### src/core/jesd_cfg_pkg.sv
// constants for the transmit link configuration checker
`default_nettype none
package jesd_cfg_pkg;
   localparam logic [11:0] ADDR_LINK0 = 12'h000;
   localparam logic [11:0] ADDR_LINK1 = 12'h004;
   localparam logic [11:0] ADDR_STATUS = 12'h008;
   localparam logic [11:0] ADDR_RATE_LO = 12'h00c;
   localparam logic [11:0] ADDR_BAND_IDX = 12'h56e;
   localparam logic [13:0] ADDR_BAND = {ADDR_BAND_IDX, 2'b00};
   localparam logic [7:0] BAND_13G5_16G = 8'h30;
   localparam logic [7:0] BAND_6G75_13G5 = 8'h00;
   localparam logic [7:0] BAND_3G375_6G75 = 8'h10;
   localparam logic [7:0] BAND_1G6875_3G375 = 8'h50;
   localparam logic [7:0] BAND_RESET = 8'h10;
   // lane rate limits in kbps, 32 bit
   localparam logic [31:0] LRATE_MIN_KBPS = 32'd1687500;
   localparam logic [31:0] LRATE_MAX_KBPS = 32'd16000000;
   localparam logic [31:0] LRATE_B1_KBPS = 32'd3375000;
   localparam logic [31:0] LRATE_B2_KBPS = 32'd6750000;
   localparam logic [31:0] LRATE_B3_KBPS = 32'd13500000;
   localparam logic [5:0] K_MAX = 6'd32;
   localparam logic [6:0] LCM_MAX = 7'd64;
   localparam logic [5:0] N_FULL = 6'd14;
   localparam logic [4:0] NP16 = 5'd16;
   localparam logic [4:0] NP12 = 5'd12;
   localparam logic [4:0] NP8 = 5'd8;
   localparam logic [1:0] RESP_OKAY = 2'b00;
   localparam logic [1:0] RESP_SLVERR = 2'b10;
   localparam int LRATE_NUM = 10;
   localparam int LRATE_DEN = 8;
   localparam int RATE_DIV = 40;
   localparam int BASE_RATE = 20;
endpackage : jesd_cfg_pkg
`default_nettype wire

### src/core/jesd_cfg_check.sv
// combinational legality check of one link parameter set
`default_nettype none
module jesd_cfg_check
   import jesd_cfg_pkg::*;
(
   input wire logic [2:0] lanes,
   input wire logic [3:0] convs,
   input wire logic [4:0] octets,
   input wire logic [5:0] frames_k,
   input wire logic [1:0] ctrl_bits,
   input wire logic [4:0] word_bits,
   input wire logic [4:0] res_bits,
   input wire logic [5:0] dec_ratio,
   input wire logic [31:0] adc_rate_ksps,
   input wire logic [31:0] lane_rate_kbps,
   input wire logic [7:0] band,
   input wire logic full_bw,
   output logic legal
);
   logic k_ok, fmt_ok, rate_ok, band_ok, fb_ok, pack_ok, dec_ok, per_lane_ok;
   logic [5:0] kmin;
   logic [63:0] lhs, rhs;
   logic [1:0] band_idx;
   logic [11:0] bits_x5, per_lane_x4, band_ratio_x4;

   // decimation ratios allowed at a lane-to-sample ratio (times four) in the lowest band
   function automatic logic dec_listed(input logic [11:0] q4, input logic [5:0] d);
      case (q4)
         12'd20: return d == 6'd1;
         12'd40: return d == 6'd1 || d == 6'd2 || d == 6'd3;
         12'd60: return d == 6'd3;
         12'd80: return d == 6'd2 || d == 6'd4 || d == 6'd5 || d == 6'd6;
         12'd120: return d == 6'd3 || d == 6'd6;
         12'd160: return d == 6'd4 || d == 6'd8 || d == 6'd10 || d == 6'd12;
         12'd240: return d == 6'd6 || d == 6'd12;
         12'd320: return d == 6'd8 || d == 6'd16 || d == 6'd20 || d == 6'd24;
         12'd640: return d == 6'd16 || d == 6'd40 || d == 6'd48;
         default: return 1'b0;
      endcase
   endfunction
   always_comb begin
      case (octets)
         5'd1: kmin = 6'd20;
         5'd2: kmin = 6'd12;
         5'd4: kmin = 6'd8;
         5'd8, 5'd16: kmin = 6'd4;
         default: kmin = 6'd63;
      endcase
   end
   // multiframe length legal for the octet count
   assign k_ok = (frames_k >= kmin) && (frames_k <= K_MAX) && (frames_k[1:0] == 2'b00);
   always_comb begin
      case (word_bits)
         NP12: fmt_ok = res_bits >= 5'd8 && res_bits <= NP12 && lanes >= 3'd1 && lanes <= 3'd4
               && (convs == 4'd1 || convs == 4'd2 || convs == 4'd4 || convs == 4'd8);
         NP8: fmt_ok = res_bits >= 5'd7 && res_bits <= NP8 && ctrl_bits <= 2'd1
               && (convs == 4'd1 || convs == 4'd2) && lanes >= 3'd1 && lanes <= 3'd4;
         NP16: fmt_ok = res_bits >= 5'd8 && res_bits <= NP16 && lanes >= 3'd1 && lanes <= 3'd4;
         default: fmt_ok = 1'b0;
      endcase
   end
   // octets per frame and converter count must both be nonzero
   assign pack_ok = (octets != 5'd0) && (convs != 4'd0);
   // lane rate = M*N'*10/8*fout/L with fout = adc/decimation, checked exactly
   assign lhs = 64'(lane_rate_kbps) * 64'(lanes) * 64'(dec_ratio) * 64'(LRATE_DEN);
   assign rhs = 64'(convs) * 64'(word_bits) * 64'(LRATE_NUM) * 64'(adc_rate_ksps);
   // lcm limit reduced to a bound on the decimation ratio itself
   assign rate_ok = (lhs == rhs) && dec_ratio != 6'd0 && 7'(dec_ratio) <= LCM_MAX;
   always_comb begin
      if (lane_rate_kbps > LRATE_B3_KBPS) band_idx = 2'd3;
      else if (lane_rate_kbps >= LRATE_B2_KBPS) band_idx = 2'd2;
      else if (lane_rate_kbps >= LRATE_B1_KBPS) band_idx = 2'd1;
      else band_idx = 2'd0;
   end
   always_comb begin
      case (band_idx)
         2'd3: band_ok = band == BAND_13G5_16G;
         2'd2: band_ok = band == BAND_6G75_13G5;
         2'd1: band_ok = band == BAND_3G375_6G75;
         default: band_ok = band == BAND_1G6875_3G375;
      endcase
   end
   // four times the lane-to-sample ratio: M*N'*5/L, must come out whole
   assign bits_x5 = 12'(convs) * 12'(word_bits) * 12'd5;
   always_comb begin
      per_lane_ok = 1'b1;
      case (lanes)
         3'd1: per_lane_x4 = bits_x5;
         3'd2: begin
            per_lane_x4 = bits_x5 >> 1;
            per_lane_ok = !bits_x5[0];
         end
         3'd3: begin
            per_lane_x4 = bits_x5 / 12'd3;
            per_lane_ok = (per_lane_x4 * 12'd3) == bits_x5;
         end
         3'd4: begin
            per_lane_x4 = bits_x5 >> 2;
            per_lane_ok = bits_x5[1:0] == 2'b00;
         end
         default: begin
            per_lane_x4 = 12'h000;
            per_lane_ok = 1'b0;
         end
      endcase
   end
   // each band up halves the ratio that the internal dividers see
   always_comb begin
      band_ratio_x4 = per_lane_x4 >> band_idx;
      dec_ok = per_lane_ok && ((band_ratio_x4 << band_idx) == per_lane_x4)
         && dec_listed(band_ratio_x4, dec_ratio);
   end
   // full bandwidth: N'=16, N=14, L=4, M=1, F=1, CS=0, K=32, no decimation
   assign fb_ok = !full_bw || (word_bits == NP16 && 6'(res_bits) == N_FULL && lanes == 3'd4
      && convs == 4'd1 && octets == 5'd1 && ctrl_bits == 2'd0 && frames_k == K_MAX
      && dec_ratio == 6'd1);
   // full bandwidth carries its own fixed set in place of the ratio list
   assign legal = k_ok && fmt_ok && pack_ok && rate_ok && band_ok && fb_ok
      && (dec_ok || full_bw)
      && lane_rate_kbps >= LRATE_MIN_KBPS && lane_rate_kbps <= LRATE_MAX_KBPS
      && 64'(lane_rate_kbps) <= 64'(RATE_DIV) * 64'(adc_rate_ksps);
endmodule : jesd_cfg_check
`default_nettype wire

### src/core/jesd_cfg_regs.sv
// axi4-lite register file and link enable for the transmit link configuration
//
// Operation
// - K*F divisible by 4, K<=32, minimum K (the check requires K itself to be divisible by 4)
// - only listed decimation ratios accepted
// - fout equals sample rate over decimation
// - M, L, F, S describe frame packing
// - multiframe spans K frames
// - 12-bit word: N 8-12, CS 0-3
// - 8-bit word: N 7-8, CS 0-1, M<=2
// - CS sets control bits in tail
// - full bandwidth fixed link parameters
// - lane rate from M, N', L, fout
// - 14-bit sample split into two octets
// - control bits inserted MSB first
//
// Local design decision: the AXI4-Lite slave port.
`default_nettype none
module jesd_cfg_regs
   import jesd_cfg_pkg::*;
(
   input wire logic aclk,
   input wire logic aresetn,
   input wire logic ce,
   input wire logic [31:0] adc_rate_ksps,
   input wire logic [13:0] sample_in,
   input wire logic [2:0] ctrl_in,
   input wire logic [15:0] s_axi_awaddr,
   input wire logic s_axi_awvalid,
   output logic s_axi_awready,
   input wire logic [31:0] s_axi_wdata,
   input wire logic [3:0] s_axi_wstrb,
   input wire logic s_axi_wvalid,
   output logic s_axi_wready,
   output logic [1:0] s_axi_bresp,
   output logic s_axi_bvalid,
   input wire logic s_axi_bready,
   input wire logic [15:0] s_axi_araddr,
   input wire logic s_axi_arvalid,
   output logic s_axi_arready,
   output logic [31:0] s_axi_rdata,
   output logic [1:0] s_axi_rresp,
   output logic s_axi_rvalid,
   input wire logic s_axi_rready,
   output logic link_enable,
   output logic cfg_invalid,
   output logic [7:0] octet_hi,
   output logic [7:0] octet_lo
);
   logic [31:0] link0_r, link1_r, rate_r;
   logic [7:0] band_r;
   logic [15:0] awaddr_r;
   logic [31:0] wdata_r;
   logic [3:0] wstrb_r;
   logic aw_have_r, w_have_r;
   logic legal, link_en_r, invalid_r;
   logic [7:0] octet_hi_r, octet_lo_r;
   logic [2:0] tail_mask;
   logic wr_fire;

   // byte-lane merge used by the link0, link1 and rate registers
   function automatic logic [31:0] merge(input logic [31:0] old, input logic [31:0] d,
                                          input logic [3:0] s);
      logic [31:0] r;
      r = old;
      for (int i = 0; i < 4; i++) begin
         if (s[i]) r[i*8 +: 8] = d[i*8 +: 8];
      end
      return r;
   endfunction

   function automatic logic mapped(input logic [15:0] a);
      return a == 16'(ADDR_LINK0) || a == 16'(ADDR_LINK1) || a == 16'(ADDR_STATUS)
         || a == 16'(ADDR_RATE_LO) || a == 16'(ADDR_BAND);
   endfunction

   // write channel capture, address and data in any order
   assign s_axi_awready = !aw_have_r && !s_axi_bvalid;
   assign s_axi_wready = !w_have_r && !s_axi_bvalid;
   assign wr_fire = aw_have_r && w_have_r && !s_axi_bvalid;

   always_ff @(posedge aclk) begin
      if (!aresetn) begin
         aw_have_r <= 1'b0;
         w_have_r <= 1'b0;
         awaddr_r <= 16'h0000;
         wdata_r <= 32'h0000_0000;
         wstrb_r <= 4'h0;
      end else if (ce) begin
         if (s_axi_awvalid && s_axi_awready) begin
            aw_have_r <= 1'b1;
            awaddr_r <= s_axi_awaddr;
         end else if (wr_fire) begin
            aw_have_r <= 1'b0;
         end
         if (s_axi_wvalid && s_axi_wready) begin
            w_have_r <= 1'b1;
            wdata_r <= s_axi_wdata;
            wstrb_r <= s_axi_wstrb;
         end else if (wr_fire) begin
            w_have_r <= 1'b0;
         end
      end
   end

   always_ff @(posedge aclk) begin
      if (!aresetn) begin
         s_axi_bvalid <= 1'b0;
         s_axi_bresp <= RESP_OKAY;
      end else if (ce) begin
         if (wr_fire) begin
            s_axi_bvalid <= 1'b1;
            s_axi_bresp <= mapped(awaddr_r) ? RESP_OKAY : RESP_SLVERR;
         end else if (s_axi_bready) begin
            s_axi_bvalid <= 1'b0;
         end
      end
   end

   // link0: L[2:0] M[7:4] F[12:8] K[21:16] CS[25:24]; link1: N'[4:0] N[12:8] decim[21:16]
   // full bandwidth [24]; rate register holds the lane rate in kbps
   always_ff @(posedge aclk) begin
      if (!aresetn) begin
         link0_r <= 32'h0000_0000;
         link1_r <= 32'h0000_0000;
         rate_r <= 32'h0000_0000;
         band_r <= BAND_RESET;
      end else if (ce && wr_fire) begin
         case (awaddr_r)
            16'(ADDR_LINK0): link0_r <= merge(link0_r, wdata_r, wstrb_r);
            16'(ADDR_LINK1): link1_r <= merge(link1_r, wdata_r, wstrb_r);
            16'(ADDR_RATE_LO): rate_r <= merge(rate_r, wdata_r, wstrb_r);
            16'(ADDR_BAND): if (wstrb_r[0]) band_r <= wdata_r[7:0];
            default: ;
         endcase
      end
   end

   jesd_cfg_check u_check (
      .lanes(link0_r[2:0]),
      .convs(link0_r[7:4]),
      .octets(link0_r[12:8]),
      .frames_k(link0_r[21:16]),
      .ctrl_bits(link0_r[25:24]),
      .word_bits(link1_r[4:0]),
      .res_bits(link1_r[12:8]),
      .dec_ratio(link1_r[21:16]),
      .adc_rate_ksps(adc_rate_ksps),
      .lane_rate_kbps(rate_r),
      .band(band_r),
      .full_bw(link1_r[24]),
      .legal(legal)
   );

   // link runs only while the programmed set is legal
   always_ff @(posedge aclk) begin
      if (!aresetn) begin
         link_en_r <= 1'b0;
         invalid_r <= 1'b1;
      end else if (ce) begin
         link_en_r <= legal;
         invalid_r <= !legal;
      end
   end
   assign link_enable = link_en_r;
   assign cfg_invalid = invalid_r;

   // tail positions replaced by control bits, msb first
   always_comb begin
      case (link0_r[25:24])
         2'd1: tail_mask = 3'b100;
         2'd2: tail_mask = 3'b110;
         2'd3: tail_mask = 3'b111;
         default: tail_mask = 3'b000;
      endcase
   end

   always_ff @(posedge aclk) begin
      if (!aresetn) begin
         octet_hi_r <= 8'h00;
         octet_lo_r <= 8'h00;
      end else if (ce) begin
         octet_hi_r <= link_en_r ? sample_in[13:6] : 8'h00;
         octet_lo_r <= link_en_r ? {sample_in[5:0], (ctrl_in[2:1] & tail_mask[2:1])} : 8'h00;
      end
   end
   assign octet_hi = octet_hi_r;
   assign octet_lo = octet_lo_r;

   // read channel
   assign s_axi_arready = !s_axi_rvalid;
   always_ff @(posedge aclk) begin
      if (!aresetn) begin
         s_axi_rvalid <= 1'b0;
         s_axi_rdata <= 32'h0000_0000;
         s_axi_rresp <= RESP_OKAY;
      end else if (ce) begin
         if (s_axi_arvalid && s_axi_arready) begin
            s_axi_rvalid <= 1'b1;
            s_axi_rresp <= mapped(s_axi_araddr) ? RESP_OKAY : RESP_SLVERR;
            case (s_axi_araddr)
               16'(ADDR_LINK0): s_axi_rdata <= link0_r;
               16'(ADDR_LINK1): s_axi_rdata <= link1_r;
               16'(ADDR_STATUS): s_axi_rdata <= {30'h0000_0000, invalid_r, link_en_r};
               16'(ADDR_RATE_LO): s_axi_rdata <= rate_r;
               16'(ADDR_BAND): s_axi_rdata <= {24'h00_0000, band_r};
               default: s_axi_rdata <= 32'h0000_0000;
            endcase
         end else if (s_axi_rready) begin
            s_axi_rvalid <= 1'b0;
         end
      end
   end

   property p_enable_follows_legal;
      @(posedge aclk) disable iff (!aresetn)
      (ce && legal) |=> link_enable && !cfg_invalid;
   endproperty
   a_enable_follows_legal: assert property (p_enable_follows_legal) else $error("enable lost");

   property p_illegal_holds_off;
      @(posedge aclk) disable iff (!aresetn)
      (ce && !legal) |=> !link_enable && cfg_invalid;
   endproperty
   a_illegal_holds_off: assert property (p_illegal_holds_off) else $error("link not held off");

   property p_hi_octet;
      @(posedge aclk) disable iff (!aresetn)
      (ce && link_enable) |=> octet_hi == $past(sample_in[13:6]);
   endproperty
   a_hi_octet: assert property (p_hi_octet) else $error("high octet wrong");

   property p_cs_zero_tail;
      @(posedge aclk) disable iff (!aresetn)
      (ce && link_enable && link0_r[25:24] == 2'd0) |=> octet_lo[1:0] == 2'b00;
   endproperty
   a_cs_zero_tail: assert property (p_cs_zero_tail) else $error("tail not zero");

   property p_cs_one;
      @(posedge aclk) disable iff (!aresetn)
      (ce && link_enable && link0_r[25:24] == 2'd1) |=> octet_lo[0] == 1'b0
         && octet_lo[1] == $past(ctrl_in[2]);
   endproperty
   a_cs_one: assert property (p_cs_one) else $error("control bit order wrong");

   property p_bresp_after_write;
      @(posedge aclk) disable iff (!aresetn)
      (ce && wr_fire) |=> s_axi_bvalid;
   endproperty
   a_bresp_after_write: assert property (p_bresp_after_write) else $error("no write response");

   property p_band_rule;
      @(posedge aclk) disable iff (!aresetn)
      (rate_r > LRATE_B3_KBPS && band_r != BAND_13G5_16G) |-> !legal;
   endproperty
   a_band_rule: assert property (p_band_rule) else $error("band mismatch accepted");

   property p_rate_range;
      @(posedge aclk) disable iff (!aresetn)
      (rate_r < LRATE_MIN_KBPS || rate_r > LRATE_MAX_KBPS) |-> !legal;
   endproperty
   a_rate_range: assert property (p_rate_range) else $error("rate out of range accepted");

   property p_k_limit;
      @(posedge aclk) disable iff (!aresetn)
      (link0_r[21:16] > K_MAX || link0_r[17:16] != 2'b00) |-> !legal;
   endproperty
   a_k_limit: assert property (p_k_limit) else $error("bad multiframe accepted");
endmodule : jesd_cfg_regs
`default_nettype wire

### config.mk
export PLATFORM = sky130hd
export DESIGN_NAME = jesd_cfg_regs
export DESIGN_NICKNAME = d
export VERILOG_FILES = /design/src/core/jesd_cfg_pkg.sv /design/src/core/jesd_cfg_check.sv /design/src/core/jesd_cfg_regs.sv
export SDC_FILE = /design/constraint.sdc
export NUM_CORES = 2
export LEC_CHECK = 0
export ABC_AREA = 1
export BUFFER_PORTS_ARGS = -buffer_cell sky130_fd_sc_hd__buf_2
export CAP_MARGIN = 20
export CORE_ASPECT_RATIO = 1.2
export CORE_MARGIN = 3
export CORE_UTILIZATION = 65
export CTS_BUF_LIST = sky130_fd_sc_hd__clkbuf_4 sky130_fd_sc_hd__clkbuf_8
export DETAILED_ROUTE_END_ITERATION = 8
export GPL_TIMING_DRIVEN = 0
export PLACE_DENSITY_LB_ADDON = 0.1
export SLEW_MARGIN = 20
export SYNTH_ARGS = -nofsm -noshare
export SYNTH_HDL_FRONTEND = slang
export SYNTH_SLANG_ARGS = --single-unit
### constraint.sdc
create_clock -name aclk -period 13.25 [get_ports aclk]
set_clock_uncertainty 0.1 [all_clocks]
set_input_delay 0 -clock aclk [delete_from_list [all_inputs] [get_ports aclk]]
set_output_delay 0 -clock aclk [all_outputs]
set_load 0.02 [all_outputs]
==> impl_metrics.sql <==
INSERT INTO impl_metrics (metric_group, metric, value, unit) VALUES
('pwr', 'power.density', '40.28', 'nW/um^2'),
('timing', 'drv_slew', '0', ''),
('pwr', 'share_comb_of_total_power', '17.6', '%'),
('global_route', 'grt.total_usage', '38.43', '%'),
('setup_path', 'worst-path-max-fanout', '10', ''),
('global_route', 'antenna_found_initial', '1', ''),
('synth', 'synth_enable_flop_cells', '0', ''),
('placed_design', 'place.gp.congestion', '0.9941', ''),
('pwr', 'power.switching', '0.0004429', 'W'),
('setup_path', 'worst-r2r-setup-slack', '0.62', 'ns'),
('floorplanning', 'die_height', '257.4', 'um'),
('timing', 'hold_viol', '0', ''),
('flow_run', 'maxCapViolCount', '0', ''),
('clocking', 'ctsRootBufferMaster', 'sky130_fd_sc_hd__clkbuf_8', ''),
('global_route', 'grt_first_pass_wirelength', '172100', 'um'),
('pwr', 'power_frac_seq', '43.4', '%'),
('floorplanning', 'overall_die_area', '55450', 'um^2'),
('setup_path', 'crit_family', 'adder cells', ''),
('pwr', 'post-layout-total-power', '0.001522', 'W'),
('timing', 'timing.max_slew.rel_slack', '27.78', '%'),
('route', 'drc_errors', '0', ''),
('timing', 'final_min_period_over_clock_period', '95.31', '%'),
('placed_design', 'place_hpwl', '84810', 'um'),
('layout', 'synthesis_to_layout_area_growth', '10.39', '%'),
('setup_path', 'worst_path_most_repeated_cell', 'sky130_fd_sc_hd__inv_1', ''),
('placed_design', 'port_buffers', '180', ''),
('pwr', 'power_report.internal_total', '0.001079', 'W'),
('clocking', 'cts_made_buffers', '30', ''),
('synth', 'post_synth_inst_count', '4677', ''),
('route', 'vias_per_cell', '5.735', ''),
('layout', 'fin_util', '73.09', '%'),
('clocking', 'tritoncts', 'built', ''),
('timing', 'finalWorstPathRequiredPeriod', '12.63', 'ns'),
('setup_path', 'cp_num_buf_inv', '11', ''),
('route', 'antenna_left', '0', ''),
('floorplanning', 'floorplan.core_area', '51690', 'um^2'),
('global_route', 'first_global_vias', '33210', ''),
('layout', 'final.fill_count', '4262', ''),
('layout', 'share_of_final_layout_standard_cells_stronger_than_drive_strength_1', '6.083', '%'),
('synth', 'synth.yosys.seq_area_share', '12.40', '%'),
('clocking', 'clk_latency', '0.60', 'ns'),
('layout', 'layout.nets', '5888', ''),
('setup_path', 'end_kind', 'flop', ''),
('setup_path', 'critPathMaxStageDelay', '0.60', 'ns'),
('floorplanning', 'floorplan.initialDensity', '66.21', '%'),
('timing', 'timing_worst_slew_pin_value', '1.073', 'ns'),
('timing', 'maximum_clock_rate', '79.19', 'MHz'),
('placed_design', 'place_worst_setup_slack', '-0.5752', 'ns'),
('pwr', 'swShare', '29.10', '%'),
('floorplanning', 'number_of_placement_rows', '91', ''),
('synth', 'yosys_warnings', '0', ''),
('global_route', 'pin_count_of_the_biggest_net_entering_global_routing', '16', ''),
('timing', 'totalNegativeSetupSlack', '0', 'ns'),
('setup_path', 'cp.arrival', '13.01', 'ns'),
('synth', 'yosysMostFrequentCell', 'sky130_fd_sc_hd__inv_1', ''),
('route', 'drt-initial-drc-count', '2839', ''),
('clocking', 'cts.path.max_buffers', '3', ''),
('pwr', 'clock_power_share', '39.0', '%'),
('run_status', 'run_status', 'complete, no violations', ''),
('setup_path', 'crit_path_top_delay_cell', 'sky130_fd_sc_hd__buf_1', ''),
('floorplanning', 'design.portCount', '184', ''),
('synth', 'synth_area', '34230', 'um^2'),
('synth', 'post-synth-top-area-cell', 'sky130_fd_sc_hd__fa_1', ''),
('route', 'wire_per_inst', '18.47', 'um'),
('timing', 'setup_violations', '0', ''),
('pwr', 'total_leakage_power', '18.27', 'nW'),
('route', 'route.vias.total', '32760', ''),
('clocking', 'clock_tree.htree_level_count', '1', ''),
('synth', 'yosys_register_bits', '212', ''),
('synth', 'synthTopCellsByArea', 'sky130_fd_sc_hd__fa_1 (28%), sky130_fd_sc_hd__dfxtp_1 (12%), sky130_fd_sc_hd__ha_1 (11%)', ''),
('clocking', 'clkSlewWorstSetupHoldPaths', '0.07', 'ns');
## kinds of logic after synthesis
| group | after synthesis | synth area share [%] |
|---|---|---|
| AOI/OAI and AO/OA | 761 | 12.53 |
| xor gates and xnor gates | 183 | 4.738 |
| adders and majority gates | 771 | 38.56 |
| buffers and inverters | 1149 | 12.66 |
| DFF | 212 | 12.40 |
| muxes | 1 | 0.02925 |
| other | 1 | 0.01096 |
| and+or+nand+nor | 1599 | 19.06 |
## tightest hold or removal path: stages
cell                        delay [ns]
sky130_fd_sc_hd__buf_2            0.09
sky130_fd_sc_hd__nor4_1           0.10
sky130_fd_sc_hd__o2111ai_1        0.10
sky130_fd_sc_hd__a31oi_1          0.23
sky130_fd_sc_hd__nand2_1          0.12
sky130_fd_sc_hd__a21oi_1          0.06
## metrics by stage
step / cell area, um^2 / hold slack, ns / cells
after floorplan: 34230 / 0.04448 / 4678
after global placement: 36000 / 0.1494 / 5555
after detailed placement: 36010 / 0.1580 / 5555
after CTS: 37750 / 0.02073 / 5712
after global routing: 37780 / 0.1176 / 5712
final: 37780 / 0.05540 / 5712
## metal layers
metal	wire, um	up-vias	part of all wire, %	global-route usage (%)
li1	-	15210	-	-
met1	41360	15500	39	49.59
met2	47830	1670	45	62.70
met3	9208	382	8.7	5.244
met4	7119	0	6.7	21.49
met5	0	-	0	0
## state kept, by name, indices dropped and copies added, names as in the netlist
name and flops:
band_r 8, cfg_invalid 1, wstrb_r 4, s_axi_bvalid 1
octet_lo 8, s_axi_rvalid 1, link1_r 32, s_axi_rdata 32
w_have_r 1, link0_r 32, s_axi_rresp 1, wdata_r 32
link_enable 1, rate_r 32, aw_have_r 1, s_axi_bresp 1
awaddr_r 16, octet_hi 8
## placed cells by master (no fill, tap or decap), types with 6 or more instances in the layout
cell type                       instances
sky130_fd_sc_hd__clkbuf_2              10
sky130_fd_sc_hd__o22ai_1               30
sky130_fd_sc_hd__o221ai_1              16
sky130_fd_sc_hd__a211oi_1              37
sky130_fd_sc_hd__o21ai_1               17
sky130_fd_sc_hd__nand3_1              115
sky130_fd_sc_hd__a31oi_1               18
sky130_fd_sc_hd__nor3_1                42
sky130_fd_sc_hd__clkbuf_1             124
sky130_fd_sc_hd__dfxtp_1              212
sky130_fd_sc_hd__fa_1                 473
sky130_fd_sc_hd__o211ai_1               9
sky130_fd_sc_hd__nand2_2               16
sky130_fd_sc_hd__o2111ai_1              8
sky130_fd_sc_hd__nand4_1               50
sky130_fd_sc_hd__clkbuf_4              12
sky130_fd_sc_hd__clkinv_1              33
sky130_fd_sc_hd__nor2_1               546
sky130_fd_sc_hd__a221oi_1               9
sky130_fd_sc_hd__nand2_1              781
sky130_fd_sc_hd__dlygate4sd3_1        103
sky130_fd_sc_hd__buf_1                 18
sky130_fd_sc_hd__a21oi_1              344
sky130_fd_sc_hd__o31ai_1                9
sky130_fd_sc_hd__buf_2                185
sky130_fd_sc_hd__xnor2_1               70
sky130_fd_sc_hd__ha_1                 298
sky130_fd_sc_hd__o21bai_1              14
sky130_fd_sc_hd__or2_2                  6
sky130_fd_sc_hd__xor2_1               111
sky130_fd_sc_hd__o21a_1                 7
sky130_fd_sc_hd__clkbuf_8              38
sky130_fd_sc_hd__nand3_2                7
sky130_fd_sc_hd__nor4_1                22
sky130_fd_sc_hd__o21ai_0              218
sky130_fd_sc_hd__inv_1                945
## power by group through the flow
stage / sequential [W] / clock (W) / combinational (W)
after floorplan: 0.000674 / 0 / 0.000146
after global placement: 0.000674 / 0 / 0.000224
after CTS: 0.000660 / 0.000583 / 0.000254
after detailed placement: 0.000674 / 0 / 0.000228
final: 0.000661 / 0.000593 / 0.000268
after global routing: 0.000662 / 0.000609 / 0.000294
## repair_timing
action                                  4_1_cts  5_1_grt
setup buffers                                 0        3
hold buffers                                103        0
gates resized for setup                       4       22
endpoints found under the setup margin        2        2
endpoints found under the hold margin        88        0
## worst paths after layout
kind,cells past startpoint,endpoint,from
min,6,s_axi_rdata[13],s_axi_araddr[7]
max,53,cfg_invalid,link1_r[1]
max reg2reg,53,cfg_invalid,link1_r[1]
min reg2reg,2,link0_r[14],link0_r[14]
## layout make-up
| type | instances | area (um^2) | area share, % |
|---|---|---|---|
| Tap cell | 697 | 872.1 | 2.308 |
| Antenna cell | 1 | 2.502 | 0.006623 |
| Clock inverter | 5 | 81.33 | 0.2153 |
| Buffer | 161 | 641.9 | 1.699 |
| Clock buffer | 49 | 605.6 | 1.603 |
| Sequential cell | 212 | 4244 | 11.23 |
| Multi-Input combinational cell | 3317 | 25690 | 67.98 |
| Timing Repair Buffer | 286 | 1954 | 5.173 |
| Inverter | 984 | 3695 | 9.779 |
(Power assumes the default switching activity.)
